<file path="config.mk">
export PLATFORM = sky130hd
export DESIGN_NAME = kww_regs
export DESIGN_NICKNAME = d
export VERILOG_FILES = /design/src/hdl/kww_pkg.sv /design/src/hdl/kww_core_if.sv /design/src/hdl/kww_core.sv /design/src/hdl/kww_regs.sv
export SDC_FILE = /design/constraint.sdc
export NUM_CORES = 1
export LEC_CHECK = 0
export ABC_AREA = 1
export BUFFER_PORTS_ARGS = -buffer_cell sky130_fd_sc_hd__buf_2
export CAP_MARGIN = 10
export CORE_ASPECT_RATIO = 2
export CORE_UTILIZATION = 43
export CTS_CLUSTER_DIAMETER = 50
export CTS_CLUSTER_SIZE = 16
export DETAILED_ROUTE_END_ITERATION = 16
export SETUP_SLACK_MARGIN = 0.5
export SLEW_MARGIN = 15
export SYNTH_ARGS = -nofsm -noshare
export SYNTH_HDL_FRONTEND = slang
export SYNTH_SLANG_ARGS = --single-unit
</file>
<file path="constraint.sdc">
create_clock -name pclk -period 1.9 [get_ports pclk]
set_input_delay 0.57 -clock pclk [delete_from_list [all_inputs] [get_ports pclk]]
set_output_delay 0.57 -clock pclk [all_outputs]
set_load 0.01 [all_outputs]
</file>
<file path="src/hdl/kww_pkg.sv">
package kww_pkg;

    localparam int          KWW_AW        = 12;
    localparam int          KWW_CNT_W     = 12;
    localparam int          KWW_NCFG      = 3;

    // register byte offsets
    localparam logic [11:0] KWW_OFF_KEY   = 12'h000;
    localparam logic [11:0] KWW_OFF_DIV   = 12'h004;
    localparam logic [11:0] KWW_OFF_RLD   = 12'h008;
    localparam logic [11:0] KWW_OFF_STS   = 12'h00c;
    localparam logic [11:0] KWW_OFF_WIN   = 12'h010;

    // command key words
    localparam logic [15:0] KWW_KEY_UNLOCK  = 16'h5555;
    localparam logic [15:0] KWW_KEY_REFRESH = 16'haaaa;
    localparam logic [15:0] KWW_KEY_START   = 16'hcccc;

    // reset values, window-off code and divider mask
    localparam logic [11:0] KWW_RST_DIV   = 12'h000;
    localparam logic [11:0] KWW_RST_RLD   = 12'hfff;
    localparam logic [11:0] KWW_RST_WIN   = 12'hfff;
    localparam logic [11:0] KWW_CNT_INIT  = 12'hfff;
    localparam logic [11:0] KWW_WIN_OFF   = 12'hfff;
    localparam logic [2:0]  KWW_DIV_MASK  = 3'h7;

    // status bit positions, also index of the config slot
    localparam int          KWW_STS_DIV   = 0;
    localparam int          KWW_STS_RLD   = 1;
    localparam int          KWW_STS_WIN   = 2;

    typedef logic [11:0] kww_cfg_t;

    function automatic logic [8:0] kww_div_factor(input logic [2:0] sel);
        logic [8:0] f;
        f = 9'h100;
        unique case (sel)
            3'h0: f = 9'h004;
            3'h1: f = 9'h008;
            3'h2: f = 9'h010;
            3'h3: f = 9'h020;
            3'h4: f = 9'h040;
            3'h5: f = 9'h080;
            3'h6: f = 9'h100;
            3'h7: f = 9'h100;
        endcase
        return f;
    endfunction

endpackage

</file>
<file path="src/hdl/kww_core_if.sv">
`timescale 1ns/1ps
`default_nettype none
interface kww_core_if;
    logic        start;
    logic        refresh;
    logic        hw_run;
    logic [2:0]  div_sel;
    logic [11:0] reload_val;
    logic        tick;
    logic [11:0] count;
    logic        running;
    logic        expired;

    modport ctrl (output start, refresh, hw_run, div_sel, reload_val,
                  input  tick, count, running, expired);
    modport core (input  start, refresh, hw_run, div_sel, reload_val,
                  output tick, count, running, expired);
endinterface
`default_nettype wire

</file>
<file path="src/hdl/kww_core.sv">
`timescale 1ns/1ps
`default_nettype none
module kww_core
    import kww_pkg::*;
(
    // clock and reset
    input  wire logic pclk,
    input  wire logic presetn,
    // control side
    kww_core_if.core  cif
);
    logic [7:0]  presc_ff;
    logic [11:0] count_ff;
    logic [11:0] nxt_count;
    logic        running_ff;
    logic        expired_ff;

    wire  [8:0]  factor     = kww_div_factor(cif.div_sel);
    wire         presc_wrap = (presc_ff == 8'(factor - 9'h001));
    wire         dec        = presc_wrap & running_ff;
    wire         hit_zero   = dec & (count_ff == 12'h001);

    // refresh beats start beats counting; a second start is harmless
    assign nxt_count = cif.refresh                 ? cif.reload_val :
                       (cif.start & ~running_ff)   ? KWW_CNT_INIT   :
                       (dec & count_ff == 12'h000) ? cif.reload_val :
                       dec                         ? count_ff - 12'h001 :
                                                     count_ff;

    always_ff @(posedge pclk or negedge presetn) begin
        if (!presetn) begin
            presc_ff   <= 8'h00;
            count_ff   <= KWW_CNT_INIT;
            running_ff <= 1'b0;
            expired_ff <= 1'b0;
        end else begin
            presc_ff   <= presc_wrap ? 8'h00 : presc_ff + 8'h01;
            count_ff   <= nxt_count;
            running_ff <= running_ff | cif.start | cif.hw_run;
            expired_ff <= hit_zero & ~cif.refresh;
        end
    end

    assign cif.tick    = presc_wrap;
    assign cif.count   = count_ff;
    assign cif.running = running_ff;
    assign cif.expired = expired_ff;
endmodule // kww_core
`default_nettype wire

</file>
<file path="src/hdl/kww_regs.sv">
// The APB interface to the registers was chosen for this implementation.
`timescale 1ns/1ps
`default_nettype none
module kww_regs
    import kww_pkg::*;
(
    // clock and reset
    input  wire logic        pclk,
    input  wire logic        presetn,
    // apb slave
    input  wire logic        psel,
    input  wire logic        penable,
    input  wire logic        pwrite,
    input  wire logic [11:0] paddr,
    input  wire logic [31:0] pwdata,
    input  wire logic [3:0]  pstrb,
    output var  logic [31:0] prdata,
    output logic             pready,
    output logic             pslverr,
    // system
    input  wire logic        standby_rst,
    input  wire logic        hw_wdt_en,
    output var  logic        wdt_reset_req
);
    kww_core_if cif ();

    kww_core u_core (
        .pclk    (pclk),
        .presetn (presetn),
        .cif     (cif)
    );

    logic            unlock_ff;
    logic            hw_en_ff;
    logic [2:0]      pend_ff;
    logic [2:0]      arm_ff;
    kww_cfg_t        req_ff [KWW_NCFG];
    kww_cfg_t        act_ff [KWW_NCFG];
    logic [31:0]     prdata_ff;
    logic            rst_req_ff;
    logic [31:0]     nxt_prdata;

    // address decode
    wire             sel_key  = (paddr == KWW_OFF_KEY);
    wire             sel_div  = (paddr == KWW_OFF_DIV);
    wire             sel_rld  = (paddr == KWW_OFF_RLD);
    wire             sel_sts  = (paddr == KWW_OFF_STS);
    wire             sel_win  = (paddr == KWW_OFF_WIN);
    wire             hit      = sel_key | sel_div | sel_rld | sel_sts | sel_win;
    wire             setup    = psel & ~penable;
    wire             access   = psel & penable;
    // writes need both low byte lanes, so byte-wide writes are dropped, even those to the 3-bit divider
    wire             wr_ok    = access & pwrite & hit & (pstrb[1:0] == 2'b11);
    wire [15:0]      key_val  = pwdata[15:0];
    wire             key_wr   = wr_ok & sel_key;
    wire             key_unl  = key_wr & (key_val == KWW_KEY_UNLOCK);
    wire             key_ref  = key_wr & (key_val == KWW_KEY_REFRESH);
    wire             key_go   = key_wr & (key_val == KWW_KEY_START);

    // a config write counts only when unlocked and its own slot has nothing in flight
    wire [2:0]       sel_cfg  = {sel_win, sel_rld, sel_div};
    wire [2:0]       cfg_wr   = {3{wr_ok & unlock_ff}} & sel_cfg & ~pend_ff;
    wire             win_xfer = pend_ff[KWW_STS_WIN] & arm_ff[KWW_STS_WIN] & cif.tick;
    wire             win_on   = (act_ff[KWW_STS_WIN] != KWW_WIN_OFF);
    wire             early    = key_ref & cif.running & win_on
                                & (cif.count > act_ff[KWW_STS_WIN]);

    assign cif.start      = key_go;
    assign cif.refresh    = key_ref | win_xfer;
    assign cif.hw_run     = hw_en_ff;
    assign cif.div_sel    = act_ff[KWW_STS_DIV][2:0] & KWW_DIV_MASK;
    assign cif.reload_val = act_ff[KWW_STS_RLD];

    // lock and hardware option
    always_ff @(posedge pclk or negedge presetn) begin
        if (!presetn) begin
            unlock_ff <= 1'b0;
            hw_en_ff  <= 1'b0;
        end else begin
            if (standby_rst) begin
                unlock_ff <= 1'b0;
            end else if (key_wr) begin
                unlock_ff <= key_unl;
            end
            hw_en_ff  <= hw_en_ff | hw_wdt_en;
        end
    end

    // config slots: request side, pending flag, counter side
    always_ff @(posedge pclk or negedge presetn) begin
        if (!presetn) begin
            pend_ff <= 3'h0;
            arm_ff  <= 3'h0;
            req_ff[KWW_STS_DIV] <= KWW_RST_DIV;
            req_ff[KWW_STS_RLD] <= KWW_RST_RLD;
            req_ff[KWW_STS_WIN] <= KWW_RST_WIN;
            act_ff[KWW_STS_DIV] <= KWW_RST_DIV;
            act_ff[KWW_STS_RLD] <= KWW_RST_RLD;
            act_ff[KWW_STS_WIN] <= KWW_RST_WIN;
        end else begin
            for (int i = 0; i < KWW_NCFG; i++) begin
                if (cfg_wr[i]) begin
                    pend_ff[i] <= 1'b1;
                    req_ff[i]  <= (i == KWW_STS_DIV) ? {9'h000, pwdata[2:0]} : pwdata[11:0];
                end else if (pend_ff[i] && cif.tick) begin
                    // two slow ticks, as a resynchroniser into the slow side takes
                    if (arm_ff[i]) begin
                        pend_ff[i] <= 1'b0;
                        arm_ff[i]  <= 1'b0;
                        act_ff[i]  <= req_ff[i];
                    end else begin
                        arm_ff[i]  <= 1'b1;
                    end
                end
            end
            if (standby_rst) begin
                // status survives; reload and window return home
                req_ff[KWW_STS_RLD] <= KWW_RST_RLD;
                req_ff[KWW_STS_WIN] <= KWW_RST_WIN;
                act_ff[KWW_STS_RLD] <= KWW_RST_RLD;
                act_ff[KWW_STS_WIN] <= KWW_RST_WIN;
            end
        end
    end

    // read mux, sampled in setup so data is ready in the access cycle
    always_comb begin
        nxt_prdata = 32'h0000_0000;
        if (sel_div) nxt_prdata = {29'h0, act_ff[KWW_STS_DIV][2:0]};
        if (sel_rld) nxt_prdata = {20'h0, act_ff[KWW_STS_RLD]};
        if (sel_sts) nxt_prdata = {29'h0, pend_ff};
        if (sel_win) nxt_prdata = {20'h0, act_ff[KWW_STS_WIN]};
    end

    always_ff @(posedge pclk or negedge presetn) begin
        if (!presetn) begin
            prdata_ff  <= 32'h0000_0000;
            rst_req_ff <= 1'b0;
        end else begin
            if (setup && !pwrite) prdata_ff <= nxt_prdata;
            rst_req_ff <= (cif.expired | early) & ~rst_req_ff;
        end
    end

    assign prdata        = prdata_ff;
    assign pready        = 1'b1;
    assign pslverr       = access & ~hit;
    assign wdt_reset_req = rst_req_ff;
endmodule // kww_regs
`default_nettype wire

</file>
==> out/results.ini <==
[final_layout]
final_cell_mix = 128 x nand2_1, 79 x buf_4, 61 x inv_1
fin_cells = 1032
areaGrowthSynthToFinish_pct = 50.1
drive_above_1_share_pct = 49.1
antenna_cells = 0
final_common_cell = nand2_1
nets = 947

[clocking]
max-clock-path-buffers = 2
cts_tree = yes
clk_latency_ns = 0.35
root_buffer = clkbuf_16
clk_pin_slew_worst_paths_ns = 0.07
cts.htree.levels = 3
cts_buffers = 9
cts_sinks = 97

[floorplan]
die_w_um = 82.9
start_util_pct = 44.3
dieArea_um2 = 13600
io_pins = 90
die_h_um = 164
row_count = 58
core_um2 = 12700

[worst_setup_path]
r2r_cells = 12
r2r-end = act_ff[8]$_DFFE_PN1P_
criticalPathCategory = in2reg
worstSetupStartpointType = input port
cp_max_fo = 6
critPathArrivalTime_ns = 2.31
reg2reg_from = act_ff[26]$_DFFE_PN0P_
required_ns = 2.18
crit_path_end_kind = flop
rrSetupSlack_ns = -0.08

[placed_design]
numPortBuffers = 50
dpl.cell_count = 948
routabilityCongestion = 0.814
dp_slack_ns = -0.322
place_hpwl_mm = 10.9

[pwr]
power.total_mw = 5.57
combPwrFrac_pct = 24.4
p_clk_share_pct = 31.1
power.density_nw_per_um2 = 660
p_sw_share_pct = 31.9
p_seq_share_pct = 44.5
netSwitchingPower_mw = 1.78
intPower_mw = 3.79
leakagePower_nw = 3.97
ir_worst_vdd_mv = 0.587

[logic_synthesis]
syn_inst = 710
synth_compound_area_share_pct = 14.6
yosys.area_share.xor_xnor_pct = 2.18
yosysWarnings = 0
ys_types = 38
yosysSeqAreaShare_pct = 44.5
yosys_register_bits = 97
muxShareOfSynthArea_pct = 0
syn_avg_cell_area_um2 = 7.92
synthAdderAreaFrac_pct = 3.34
syn_area_um2 = 5630
synth_top_family_by_area = simple AND/OR/NAND/NOR gates
synth_simple_gate_area_share_pct = 24.7

[detailed_routing]
viasPerCell = 5.51
routed_wl_mm = 18.9
drt_iter0_drc = 316
drc = 0
wl_per_cell_um = 18.4
routed-via-count = 5691
dr.pass1.iters = 5
ant_nets = 0

[status]
status = finished with violations
violations = negative setup slack

[timing]
finalMaxSlewViolations = 0
hold_ws_ns = 0.155
timing.final.crit_period_ns = 2.03
tightest_slew_ns = 0.696
fmaxAchievable_mhz = 492
finalSetupViolCount = 50
hold_violations = 0
slew_headroom_pct = 53.5
clock_skew_ns = 0.00448
postLayoutSetupSlackWorst_ns = -0.133
post-route-period-util_pct = 107
rsz0062_at_grt = yes

[global_routing]
grt_max_degree = 45
grt-ovfl-total = 0
grt_pass1_wl_mm = 28.3
grt_util_all_layers_pct = 26.7
antenna_found_initial = 0
grt_pass1_vias = 5838

[hold_path]
hold_class = in2async

[job]
cap_violations = 0

## worst max path at each step
stage,startpoint,end,slack (ns),cells after the start
2_1_floorplan,paddr[9],req_ff[21]$_DFFE_PN1P_,0.03,13
3_3_place_gp,paddr[1],u_core.cif.count[8]$_DFFE_PN1P_,-0.27,15
3_5_place_dp,paddr[5],u_core.cif.count[8]$_DFFE_PN1P_,-0.32,15
4_1_cts,paddr[10],pslverr,-0.08,10
5_1_grt,act_ff[26]$_DFFE_PN0P_,u_core.cif.count[8]$_DFFE_PN1P_,-0.19,16
6_report,paddr[1],req_ff[7]$_DFFE_PN1P_,-0.13,16
## flip-flops by register name (all words and copies together) (netlist names)
name                count
req_ff                 27
act_ff                 15
cif.reload_val         12
prdata                 12
u_core.cif.count       12
u_core.presc_ff         8
arm_ff                  3
pend_ff                 3
cif.hw_run              1
u_core.cif.expired      1
u_core.cif.running      1
unlock_ff               1
wdt_reset_req           1
## metrics by stage
step / setup TNS, ns / utilization, % / area (um2)
finish: -3.37 / 66.5 / 8450
floorplan: 0 / - / 5880
detailed placement: -8.83 / 51.3 / 6520
CTS: -0.776 / 63.2 / 8020
global placement: -7.70 / 51.3 / 6520
global route: -8.22 / 66.5 / 8450
## cell families after synthesis
logic type,Yosys count
compound gates,148
flops,97
other cells,2
buf+inv,126
simple gates,308
xor+xnor,14
fa+ha+maj,15
## worst max-delay path, stage by stage
cell and delay (ns):
buf_6 0.09, inv_2 0.05, nand2_4 0.08, nor2_4 0.15, nand3_4 0.11, nand2_4 0.09
buf_6 0.10, nor2_4 0.04, nor2_4 0.14, nand2_4 0.07, buf_6 0.13, nor2_4 0.15
nand2_8 0.12, buf_12 0.15, buf_16 0.13, o21ai_2 0.12
## repair_timing
item,4_1_cts,5_1_grt
pin swaps,39,33
buffers inserted,32,19
endpoints found under the setup margin,106,108
gates cloned,15,2
hold buffers,0,0
endpoints found under the hold margin,0,0
gates resized for setup,177,65
## Yosys cell counts
master	n	area share, %
or2_2	1	0.11
nor3_1	11	0.98
nand2_1	156	10
nand3_4	1	0.31
nand3_2	7	1.2
xor2_1	12	1.9
buf_6	3	0.60
inv_1	73	4.9
ha_1	15	3.3
o21ai_0	66	5.9
and3_1	1	0.11
a21oi_1	13	1.2
dfstp_2	60	28
nand4_2	1	0.22
nor2_2	4	0.44
nand2_2	6	0.67
nor2_8	1	0.36
o21a_1	12	1.6
clkbuf_1	9	0.60
buf_4	23	3.1
o22a_1	1	0.16
o21ai_1	43	3.8
nand4_1	14	1.6
conb_1	2	0.13
o221ai_1	12	1.9
inv_2	7	0.47
buf_2	9	0.80
or2_0	1	0.11
nor2_4	2	0.40
dfrtp_1	37	16
nor4_1	3	0.33
nand3_1	30	2.7
nor2_1	68	4.5
nand2_4	1	0.20
clkbuf_2	1	0.089
inv_4	1	0.11
o31ai_1	1	0.13
xnor2_1	2	0.31
## per-layer routing
metal | routed length [um] | part of all wire [%] | global-route usage [%]
met1 | 6500 | 34 | 26.1
met2 | 10700 | 56 | 52.3
met3 | 579 | 3.1 | 3.17
met4 | 1180 | 6.3 | 16.3
met5 | 0 | 0 | 0
## layout make-up
class	instances	area, um2
well taps	150	188
inverters	81	325
fillers	957	4250
clock inverters	6	42.5
flip-flops and latches	97	2500
multi-input cells	514	3550
clock buffers	10	229
repair buffers	174	1610
## power groups by stage
stage          combinational [mW]  clock [mW]  sequential, mW
3_3_place_gp                 1.10           0            2.49
5_1_grt                      1.53        1.82            2.50
6_report                     1.36        1.73            2.48
4_1_cts                      1.28        1.73            2.47
3_5_place_dp                 1.13           0            2.50
2_1_floorplan               0.771           0            2.47
Power figures use the tool's default switching activity.
